[src/memcfg_pkg.sv]
// Package with register map, field positions, reset values and timing for the memory interface configuration block
// Operation
// - Clock tri-state bit floats memory clock while bus grant is active.
// - Byte masks driven high after power-down until first SDRAM access, unless disabled.
// - With idle power-down on, clock enable drops after seven idle SDRAM cycles.
// - Debug show bit puts internal register accesses onto pins with a strobe.
// - Each address remapper is active only when its own enable bit is set.
// - Write-in-page request keeps page mode only when write-in-page is enabled.
// - Static selects three, two, one decode in user space only when enabled.
// - Select-one-in-bank bit enables static select one inside bank space.
// - Bank type codes: 11 x16 SDRAM, 10 x8 SDRAM, 01 x32 DRAM, 00 x16 DRAM.
// - Row and column map fields choose address bits driven on the 13 pins.
// - Size bit set makes a static select 32-bit, clear makes it 16-bit.
// - Select-zero size bit loads from the test strap level on the first enabled clock edge after reset release.
// - Page reads use first timing then burst timing for three; writes use first.
// - Each select's page enable bit turns on read page bursts for it.
package memcfg_pkg;

    // ----------------------------------------
    // Register offsets
    // ----------------------------------------
    localparam logic [11:0] OFS_BANK_SETUP = 12'h0000;
    localparam logic [11:0] OFS_MEMSEL_TIMING = 12'h0004;
    localparam logic [11:0] OFS_STATIC_TIMING = 12'h0008;
    localparam logic [11:0] OFS_CARD_TIMING = 12'h000c;
    localparam logic [11:0] OFS_STATUS = 12'h0010;

    // ----------------------------------------
    // Bank setup and card timing field positions
    // ----------------------------------------
    localparam int CLOCK_FLOAT_BIT = 30;
    localparam int BYTE_MASK_INIT_DIS_BIT = 29;
    localparam int SDRAM_PD_EN_BIT = 28;
    localparam int DEBUG_SHOW_BIT = 27;
    localparam int REMAP_TWO_BIT = 26;
    localparam int REMAP_ONE_BIT = 25;
    localparam int WRITE_IN_PAGE_BIT = 24;
    localparam int SEL3_USER_BIT = 23;
    localparam int SEL2_USER_BIT = 22;
    localparam int SEL1_USER_BIT = 21;
    localparam int SEL1_BANK_BIT = 20;
    localparam int BANK1_TYPE_LSB = 18;
    localparam int BANK0_TYPE_LSB = 16;
    localparam int BANK1_ROW_LSB = 14;
    localparam int BANK0_ROW_LSB = 12;
    localparam int BANK1_COL_LSB = 8;
    localparam int BANK0_COL_LSB = 4;
    localparam int SEL0_WIDE_BIT = 0;
    localparam int CARD_PAGE_LSB = 8;

    // ----------------------------------------
    // Reset values and masks
    // ----------------------------------------
    localparam logic [31:0] BANK_SETUP_RESET = 32'h0000_0000;
    localparam logic [31:0] BANK_SETUP_MASK = 32'h7fff_ffff;
    localparam logic [31:0] STATIC_TIMING_RESET = 32'h0000_00ff;
    localparam logic [31:0] CARD_TIMING_RESET = 32'h0000_0000;
    localparam logic [31:0] CARD_TIMING_MASK = 32'hffff_fff8;
    localparam logic [31:0] MEMSEL_TIMING_RESET = 32'h0000_0000;

    // ----------------------------------------
    // Bank type codes
    // ----------------------------------------
    localparam logic [1:0] TYPE_SDRAM16 = 2'h3;
    localparam logic [1:0] TYPE_SDRAM8 = 2'h2;
    localparam logic [1:0] TYPE_DRAM32 = 2'h1;
    localparam logic [1:0] TYPE_DRAM16 = 2'h0;

    // ----------------------------------------
    // Timing
    // ----------------------------------------
    localparam logic [2:0] SDRAM_IDLE_LIMIT = 3'h7;
    localparam logic [1:0] BURST_FOLLOW_COUNT = 2'h3;

    typedef enum logic [1:0] {
        ACC_IDLE = 2'b00,
        ACC_WAIT = 2'b01,
        ACC_DONE = 2'b10
    } acc_state_t;

endpackage : memcfg_pkg

[src/memory_interface_config.sv]
// Memory interface configuration register bank and its controlled behaviour
//
// Design decision made here: the strobed register port.
`timescale 1ns/1ps
module memory_interface_config (
    input wire logic clk,
    input wire logic rst,
    input wire logic clk_en,
    input wire logic [11:0] reg_addr,
    input wire logic [31:0] reg_wdata,
    input wire logic reg_write,
    input wire logic reg_read,
    output logic [31:0] reg_rdata,
    input wire logic test_strap_pin,
    input wire logic bus_grant_n,
    input wire logic memory_clock_in,
    output logic memory_clock_out,
    output logic memory_clock_out_oe,
    input wire logic powerdown_exit,
    input wire logic sdram_access,
    output logic sdram_clock_enable,
    output logic upper_byte_mask,
    output logic lower_byte_mask,
    input wire logic internal_access,
    input wire logic internal_is_read,
    input wire logic [12:0] internal_addr,
    input wire logic [31:0] internal_data,
    output logic debug_read_n,
    output logic [12:0] debug_addr,
    output logic [31:0] debug_data,
    output logic debug_drive_oe,
    output logic register_strobe_n,
    input wire logic [1:0] bank_addr_sel,
    input wire logic col_phase,
    input wire logic [24:0] mem_addr,
    output logic [12:0] mux_addr,
    output logic [1:0] bank_type,
    output logic bank_is_sdram,
    input wire logic remap_two_hit,
    input wire logic remap_one_hit,
    output logic remap_two_active,
    output logic remap_one_active,
    input wire logic write_in_page,
    output logic hold_page,
    input wire logic user_mode,
    input wire logic [3:1] static_decode,
    input wire logic bank_space,
    output logic [3:0] static_sel_en,
    output logic [3:0] static_wide,
    input wire logic acc_start,
    input wire logic acc_is_memsel,
    input wire logic [1:0] acc_sel,
    input wire logic acc_is_read,
    input wire logic acc_burst,
    output logic acc_busy,
    output logic acc_done,
    output logic [3:0] acc_time_used,
    output logic acc_page_mode
);

    // ----------------------------------------
    // State
    // ----------------------------------------
    typedef struct packed {
        logic [31:0] bank_setup;
        logic [31:0] memsel_timing;
        logic [31:0] static_timing;
        logic [31:0] card_timing;
        logic strap_taken;
        logic [31:0] rdata;
        logic [2:0] idle_cnt;
        logic cke;
        logic mask_high;
        logic dbg_strobe_n;
        logic dbg_oe;
        logic dbg_read_n;
        logic [12:0] dbg_addr;
        logic [31:0] dbg_data;
        memcfg_pkg::acc_state_t acc_state;
        logic [3:0] acc_cnt;
        logic [1:0] beats_left;
        logic acc_memsel;
        logic [1:0] acc_sel;
        logic acc_read;
        logic acc_page;
        logic [3:0] time_used;
    } state_t;

    state_t state_reg;
    state_t state_next;

    // ----------------------------------------
    // Field extraction
    // ----------------------------------------
    logic [3:0] page_bits;
    logic [3:0] first_time;
    logic [3:0] burst_time;
    logic [31:0] timing_word;
    logic [1:0] row_map;
    logic [3:0] col_map;
    logic [12:0] row_addr;
    logic [12:0] col_addr;
    logic [24:0] a;

    always_comb
    begin
        timing_word = acc_is_memsel ? state_reg.memsel_timing : state_reg.static_timing;
        first_time = timing_word[{acc_sel, 3'h7} -: 4];
        burst_time = timing_word[{acc_sel, 3'h3} -: 4];
        page_bits = acc_is_memsel ? state_reg.card_timing[memcfg_pkg::CARD_PAGE_LSB + 4 +: 4]
                                  : state_reg.card_timing[memcfg_pkg::CARD_PAGE_LSB +: 4];
    end

    // Row and column multiplexing per bank
    always_comb
    begin
        a = mem_addr;
        if (bank_addr_sel[0])
        begin
            row_map = state_reg.bank_setup[memcfg_pkg::BANK1_ROW_LSB +: 2];
            col_map = state_reg.bank_setup[memcfg_pkg::BANK1_COL_LSB +: 4];
        end
        else
        begin
            row_map = state_reg.bank_setup[memcfg_pkg::BANK0_ROW_LSB +: 2];
            col_map = state_reg.bank_setup[memcfg_pkg::BANK0_COL_LSB +: 4];
        end
        case (row_map)
            2'h0: row_addr = {3'h0, a[18], a[17:9]};
            2'h1: row_addr = {a[22], a[18], a[20], a[19], a[17:9]};
            2'h2: row_addr = {a[20], a[22], a[21], a[19], a[17:9]};
            default: row_addr = {a[22], a[23], a[21], a[19], a[17:9]};
        endcase
        case (col_map)
            4'h0: col_addr = {2'h0, a[22], a[20], a[18], a[8:1]};
            4'h1: col_addr = {4'h0, a[19], a[18], a[8:2]};
            4'h2: col_addr = {3'h0, a[21], a[20], a[18], a[8:2]};
            4'h3: col_addr = {2'h0, a[23], a[22], a[20], a[18], a[8:2]};
            4'h4: col_addr = {2'h0, a[24], a[22], a[20], a[18], a[8:2]};
            4'h5: col_addr = {1'b0, a[18], 2'h0, a[8:0]};
            4'h6: col_addr = {a[22], 2'h0, a[21], a[8:0]};
            4'h7: col_addr = {1'b0, a[18], 2'h0, a[21], a[8:1]};
            4'h8: col_addr = {a[22], 2'h0, a[23], a[21], a[8:1]};
            4'h9: col_addr = {3'h0, a[24], a[23], a[21], a[8:2]};
            default: col_addr = 13'h0000;
        endcase
    end

    // ----------------------------------------
    // Next state
    // ----------------------------------------
    always_comb
    begin
        state_next = state_reg;
        // Register writes
        if (reg_write)
        begin
            case (reg_addr)
                memcfg_pkg::OFS_BANK_SETUP:
                    state_next.bank_setup = reg_wdata & memcfg_pkg::BANK_SETUP_MASK;
                memcfg_pkg::OFS_MEMSEL_TIMING: state_next.memsel_timing = reg_wdata;
                memcfg_pkg::OFS_STATIC_TIMING: state_next.static_timing = reg_wdata;
                memcfg_pkg::OFS_CARD_TIMING:
                    state_next.card_timing = reg_wdata & memcfg_pkg::CARD_TIMING_MASK;
                default: ;
            endcase
        end
        // Strap captured on first enabled edge after reset release
        if (!state_reg.strap_taken)
        begin
            state_next.strap_taken = 1'b1;
            state_next.bank_setup[memcfg_pkg::SEL0_WIDE_BIT] = test_strap_pin;
        end
        // Register reads, data valid the following cycle
        state_next.rdata = 32'h0000_0000;
        if (reg_read)
        begin
            case (reg_addr)
                memcfg_pkg::OFS_BANK_SETUP: state_next.rdata = state_reg.bank_setup;
                memcfg_pkg::OFS_MEMSEL_TIMING: state_next.rdata = state_reg.memsel_timing;
                memcfg_pkg::OFS_STATIC_TIMING: state_next.rdata = state_reg.static_timing;
                memcfg_pkg::OFS_CARD_TIMING: state_next.rdata = state_reg.card_timing;
                memcfg_pkg::OFS_STATUS:
                    state_next.rdata = {22'h00_0000, state_reg.acc_page, state_reg.acc_state,
                                        state_reg.mask_high, state_reg.cke, 1'b0, state_reg.time_used};
                default: state_next.rdata = 32'h0000_0000;
            endcase
        end
        // SDRAM idle power-down
        if (sdram_access)
        begin
            state_next.idle_cnt = 3'h0;
            state_next.cke = 1'b1;
        end
        else if (state_reg.bank_setup[memcfg_pkg::SDRAM_PD_EN_BIT])
        begin
            if (state_reg.idle_cnt == memcfg_pkg::SDRAM_IDLE_LIMIT - 3'h1)
                state_next.cke = 1'b0;
            if (state_reg.idle_cnt != memcfg_pkg::SDRAM_IDLE_LIMIT)
                state_next.idle_cnt = state_reg.idle_cnt + 3'h1;
        end
        else
        begin
            state_next.idle_cnt = 3'h0;
            state_next.cke = 1'b1;
        end
        // Byte masks after power-down exit; access clears, exit sets unless the init-disable bit is set
        if (sdram_access)
            state_next.mask_high = 1'b0;
        if (powerdown_exit)
            state_next.mask_high = !state_reg.bank_setup[memcfg_pkg::BYTE_MASK_INIT_DIS_BIT];
        // Debug show of internal register accesses
        state_next.dbg_strobe_n = 1'b1;
        state_next.dbg_oe = 1'b0;
        if (state_reg.bank_setup[memcfg_pkg::DEBUG_SHOW_BIT] && internal_access)
        begin
            state_next.dbg_oe = 1'b1;
            state_next.dbg_strobe_n = 1'b0;
            state_next.dbg_read_n = !internal_is_read;
            state_next.dbg_addr = internal_addr;
            state_next.dbg_data = internal_data;
        end
        // Access timing sequencer
        state_next.time_used = state_reg.time_used;
        case (state_reg.acc_state)
            memcfg_pkg::ACC_IDLE:
                if (acc_start)
                begin
                    state_next.acc_state = memcfg_pkg::ACC_WAIT;
                    state_next.acc_memsel = acc_is_memsel;
                    state_next.acc_sel = acc_sel;
                    state_next.acc_read = acc_is_read;
                    state_next.acc_page = page_bits[acc_sel] && acc_is_read && acc_burst;
                    state_next.beats_left = memcfg_pkg::BURST_FOLLOW_COUNT;
                    state_next.acc_cnt = first_time;
                    state_next.time_used = first_time;
                end
            memcfg_pkg::ACC_WAIT:
                if (state_reg.acc_cnt == 4'h0)
                    state_next.acc_state = memcfg_pkg::ACC_DONE;
                else
                    state_next.acc_cnt = state_reg.acc_cnt - 4'h1;
            memcfg_pkg::ACC_DONE:
                if (state_reg.acc_page && state_reg.beats_left != 2'h0)
                begin
                    state_next.acc_state = memcfg_pkg::ACC_WAIT;
                    state_next.beats_left = state_reg.beats_left - 2'h1;
                    state_next.acc_cnt = state_reg.acc_memsel
                        ? state_reg.memsel_timing[{state_reg.acc_sel, 3'h3} -: 4]
                        : state_reg.static_timing[{state_reg.acc_sel, 3'h3} -: 4];
                    state_next.time_used = state_next.acc_cnt;
                end
                else
                    state_next.acc_state = memcfg_pkg::ACC_IDLE;
            default: state_next.acc_state = memcfg_pkg::ACC_IDLE;
        endcase
    end

    // ----------------------------------------
    // Registers
    // ----------------------------------------
    always_ff @(posedge clk or posedge rst)
    begin
        if (rst)
        begin
            state_reg <= '0;
            state_reg.bank_setup <= memcfg_pkg::BANK_SETUP_RESET;
            state_reg.memsel_timing <= memcfg_pkg::MEMSEL_TIMING_RESET;
            state_reg.static_timing <= memcfg_pkg::STATIC_TIMING_RESET;
            state_reg.card_timing <= memcfg_pkg::CARD_TIMING_RESET;
            state_reg.cke <= 1'b1;
            state_reg.dbg_strobe_n <= 1'b1;
            state_reg.dbg_read_n <= 1'b1;
            state_reg.acc_state <= memcfg_pkg::ACC_IDLE;
        end
        else if (clk_en)
            state_reg <= state_next;
    end

    // ----------------------------------------
    // Outputs
    // ----------------------------------------
    logic [3:0] user_ok;

    always_comb
    begin
        reg_rdata = state_reg.rdata;
        memory_clock_out = memory_clock_in;
        memory_clock_out_oe = !(state_reg.bank_setup[memcfg_pkg::CLOCK_FLOAT_BIT] && !bus_grant_n);
        sdram_clock_enable = state_reg.cke;
        upper_byte_mask = state_reg.mask_high;
        lower_byte_mask = state_reg.mask_high;
        debug_read_n = state_reg.dbg_read_n;
        debug_addr = state_reg.dbg_addr;
        debug_data = state_reg.dbg_data;
        debug_drive_oe = state_reg.dbg_oe;
        register_strobe_n = state_reg.dbg_strobe_n;
        mux_addr = col_phase ? col_addr : row_addr;
        bank_type = bank_addr_sel[0] ? state_reg.bank_setup[memcfg_pkg::BANK1_TYPE_LSB +: 2]
                                     : state_reg.bank_setup[memcfg_pkg::BANK0_TYPE_LSB +: 2];
        bank_is_sdram = (bank_type == memcfg_pkg::TYPE_SDRAM16) || (bank_type == memcfg_pkg::TYPE_SDRAM8);
        remap_two_active = remap_two_hit && state_reg.bank_setup[memcfg_pkg::REMAP_TWO_BIT];
        remap_one_active = remap_one_hit && state_reg.bank_setup[memcfg_pkg::REMAP_ONE_BIT];
        hold_page = write_in_page && state_reg.bank_setup[memcfg_pkg::WRITE_IN_PAGE_BIT];
        user_ok = {state_reg.bank_setup[memcfg_pkg::SEL3_USER_BIT], state_reg.bank_setup[memcfg_pkg::SEL2_USER_BIT],
                   state_reg.bank_setup[memcfg_pkg::SEL1_USER_BIT], 1'b1};
        static_sel_en[0] = 1'b0;
        static_sel_en[3:1] = static_decode & (user_mode ? user_ok[3:1] : 3'h7);
        if (bank_space && state_reg.bank_setup[memcfg_pkg::SEL1_BANK_BIT])
            static_sel_en[1] = 1'b1;
        static_wide = state_reg.bank_setup[3:0];
        acc_busy = state_reg.acc_state != memcfg_pkg::ACC_IDLE;
        acc_done = state_reg.acc_state == memcfg_pkg::ACC_DONE;
        acc_time_used = state_reg.time_used;
        acc_page_mode = state_reg.acc_page;
    end

endmodule : memory_interface_config

[config.mk]
export PLATFORM = sky130hd
export DESIGN_NAME = memory_interface_config
export DESIGN_NICKNAME = d
export VERILOG_FILES = /design/src/memcfg_pkg.sv /design/src/memory_interface_config.sv
export SDC_FILE = /design/constraint.sdc
export NUM_CORES = 1
export LEC_CHECK = 0
export BUFFER_PORTS_ARGS = -buffer_cell sky130_fd_sc_hd__buf_2
export CORE_MARGIN = 1
export CORE_UTILIZATION = 35
export CTS_CLUSTER_SIZE = 10
export DETAILED_ROUTE_END_ITERATION = 16
export PLACE_DENSITY_LB_ADDON = 0.05
export SLEW_MARGIN = 20
export SYNTH_ARGS = -nofsm -noshare
export SYNTH_HDL_FRONTEND = slang
export SYNTH_SLANG_ARGS = --single-unit
[constraint.sdc]
create_clock -name clk -period 13.6 [get_ports clk]
set_clock_uncertainty 0.2 [all_clocks]
set_input_delay 0.68 -clock clk [delete_from_list [all_inputs] [get_ports clk]]
set_output_delay 0.68 -clock clk [all_outputs]
set_load 0.01 [all_outputs]
==> summary.md <==
| Metric | Value |
|---|---|
| I/O Pins | `262` |
| Routed vias | `8,253` |
| Leading area contributor after synthesis | `dfrtp_1` |
| Reg area | `5669 sq um` |
| Hold_ws | `0.03999 ns` |
| Placement Cell Area | `13,080 sq um` |
| Yosys reg bits | `226` |
| CTS Hold Bufs | `0` |
| Setup Fix Bufs, Post-CTS | `0` |
| Final hold vios | `0` |
| Sw Ratio | `0.2670` |
| EDFF count, synth | `0` |
| Synth warn | `0` |
| Reg2reg end | `state_reg[13]` |
| R2r setup slk | `10.93 ns` |
| Top cells by area, synth | `dfrtp_1 (45%), mux2_2 (16%), mux4_2 (7.3%)` |
| Post-Route WL | `33,930 um` |
| Reg-to-Reg Start | `state_reg[15]` |
| Number of global-route vias before repair | `8,532` |
| Status | `complete, no violations` |
| CP Launch Type | `register` |
| Critical Path RT | `12.72 ns` |
| Post-layout util | `0.4146` |
| Post-DP HPWL | `23,770 um` |
| CTS tree | `done` |
| CP Class | `reg -> out` |
| Power Density | `119.9 nW/um^2` |
| Remaining antenna violation count | `0` |
| Max FO, Critical Path | `9` |
| Logic gate share of total power | `0.135` |
| Row count | `67` |
| Top FF cell, synth | `dfrtp_1` |
| Mapped Cells | `989` |
| # nets final | `1,295` |
| Tmin final | `4.012 ns` |
| Final worst path period share | `0.2950` |
| Final Non-Filler Cells | `1,613` |
| RSZ-0062 raised after global routing | `false` |
| Setup TNS | `0 ns` |
| Clock power frac | `0.430` |
| Area delta synth->final | `15.76%` |
| Inserted Clock Buffers | `28` |
| Initial Util | `0.3581` |
| Worst Max-Slew Pin Slew | `1.034 ns` |
| Multi-input logic area | `5296 sq um` |
| CTS clk-pin slew, worst paths | `0.06 ns` |
| Peak VDD IR | `0.08786 mV` |
| DRT Pass-1 Iters | `4` |
| Final GP Congestion | `0.7931` |
| CTS Buffer Depth | `3` |
| Root buffer cell | `clkbuf_16` |
| Reg2reg path depth | `6` |
| Number of port buffers | `257` |
| Async set-reset flop share out of synthesis | `1.000` |
| CTS H-tree depth | `1` |
| Critical Path AT | `3.13 ns` |
| First-pass GRT wire length | `53,050 um` |
| Antenna violations before repair | `1` |
| Routed length per placed instance | `21.03 um` |
| Dpl cells | `1,561` |
| Endpoints failing setup | `0` |
| Max Cap Viol | `0` |
| Total GRT Usage | `0.1952` |
| Core area | `33,700 sq um` |
| Final Instance Area | `13,970 sq um` |
| Largest register FFs | `135` |
| Fillcell total | `3,323` |
| Int Pwr | `1228 uW` |
| Detailed-route vias per instance | `5.117` |
| Syn_nets | `1,141` |
| Die H | `187.7 um` |
| Share of cells above drive strength 1 | `0.4639` |
| Distinct cell type count after synthesis | `70` |
| Synth Area per Inst | `12.20 sq um` |
| Leak | `0.006957 uW` |
| Slew Limit Fails | `0` |
| Critical Path Sink | `mux_addr[5]` |
| Largest net degree at the start of global routing | `91` |
| Sequential share of power | `0.435` |
| Post-synth top area share | `0.4458` |
| GRT overflow | `0` |
| Cts repair resizes | `0` |
| DRC | `0` |
| CP endpoint kind | `output port` |
| Rel. slew slack | `0.3090` |
| Syn Std Cell Area | `12,070 sq um` |
| Switching power | `447.2 uW` |
| Fmax | `249.2 MHz` |
| Starting DRC count in detailed routing | `435` |
| Clock sink count | `226` |
| Hold WC Path Type | `in -> async` |
| Die area | `35,230 sq um` |
| Die width | `187.7 um` |
| Origin of the worst setup path | `state_reg[204]` |
| Worst-Skew Late Latency | `0.55 ns` |
| Post-synthesis sequential area ratio | `0.4697` |
==> layer usage <==
layer,track usage,share of wire
met2,0.3174,0.47
met1,0.2732,0.46
met3,0.03107,0.047
met4,0.04284,0.018
met5,0,0
==> critical path, stage by stage, from the launching register on <==
cell and delay [ns]:
dfrtp_1 0.49, or4b_2 0.72, o21ai_1 0.27, and2_1 0.38
o311a_1 0.41, a221o_1 0.20, buf_2 0.12
==> layout make-up <==
class,instances,area share
sequential,226,0.4058
multi-input combinational,570,0.3791
timing repair buffer,267,0.09744
clock buffer,49,0.06009
tap,448,0.04012
inverter,50,0.01397
clock inverter,2,0.003314
antenna,1,0.0001791
==> power by group through the flow <==
| stage | Combinational [uW] | Sequential (uW) | Clock, uW |
|---|---|---|---|
| 3_5_place_dp | 229 | 741 | 0 |
| 3_3_place_gp | 227 | 741 | 0 |
| 6_report | 226 | 728 | 720 |
| 2_1_floorplan | 172 | 723 | 0 |
| 4_1_cts | 230 | 729 | 744 |
| 5_1_grt | 253 | 734 | 773 |
==> cells in the final DEF, fill, tap and decap left out, types with 5 or more instances in the layout <==
cell       count
o21ai_0       31
clkbuf_8       6
mux2_1         8
nand2b_1       5
nor3_1         5
o41ai_1        5
a22o_1        11
and2_1         6
mux4_2        39
o22ai_1        6
a31oi_1        6
a221o_1        8
o2bb2ai_1     26
dfstp_2       11
mux2i_1       15
nor2_1        22
mux2_2       167
mux2_4        10
a21o_1         6
inv_1         48
clkbuf_16     28
buf_4         10
clkbuf_1      15
nor2b_1       13
nand2_1       54
a21oi_1       13
nand3_1       22
buf_2        257
dfrtp_1      215
ha_1           9
a22oi_1        9
==> synthesized netlist by cell type (all sizes together), types with 9 or more instances <==
library cell	n
dfstp	11
nand2	54
mux2	185
a22o	11
o2bb2ai	26
a22oi	9
nor2b	13
dfrtp	215
mux2i	15
ha	9
o21ai	32
buf	111
mux4	39
nor2	22
inv	49
nand3	23
a21oi	13
clkbuf	32
==> kinds of logic after synthesis <==
logic type | share of synthesized area
AND/OR/NAND/NOR | 0.06676
multiplexers | 0.2609
buffers and inverters | 0.09196
XOR/XNOR | 0.002902
adder cells (fa/ha/maj) | 0.009330
flip-flops | 0.4697
AO/OA/AOI/OAI | 0.09807
other | 0.0003107
==> stage by stage <==
step	setup slack [ns]	power, uW
final	9.588	1675
after global routing	9.414	1760
after CTS	9.568	1703
after detailed placement	9.684	969.5
after global placement	9.673	967.7
after floorplan	6.547	895.1
==> how the worst min path moves through the flow <==
stage	startpoint	to	cells past startpoint
floorplan	reg_rdata[1]	reg_rdata[1]	2
global placement	reg_rdata[17]	reg_rdata[17]	1
detailed placement	reg_rdata[21]	reg_rdata[21]	1
CTS	rst	reg_rdata[10]	2
global route	rst	reg_rdata[10]	2
finish	rst	reg_rdata[10]	2
No activity file was read; power rests on OpenSTA's default activity.
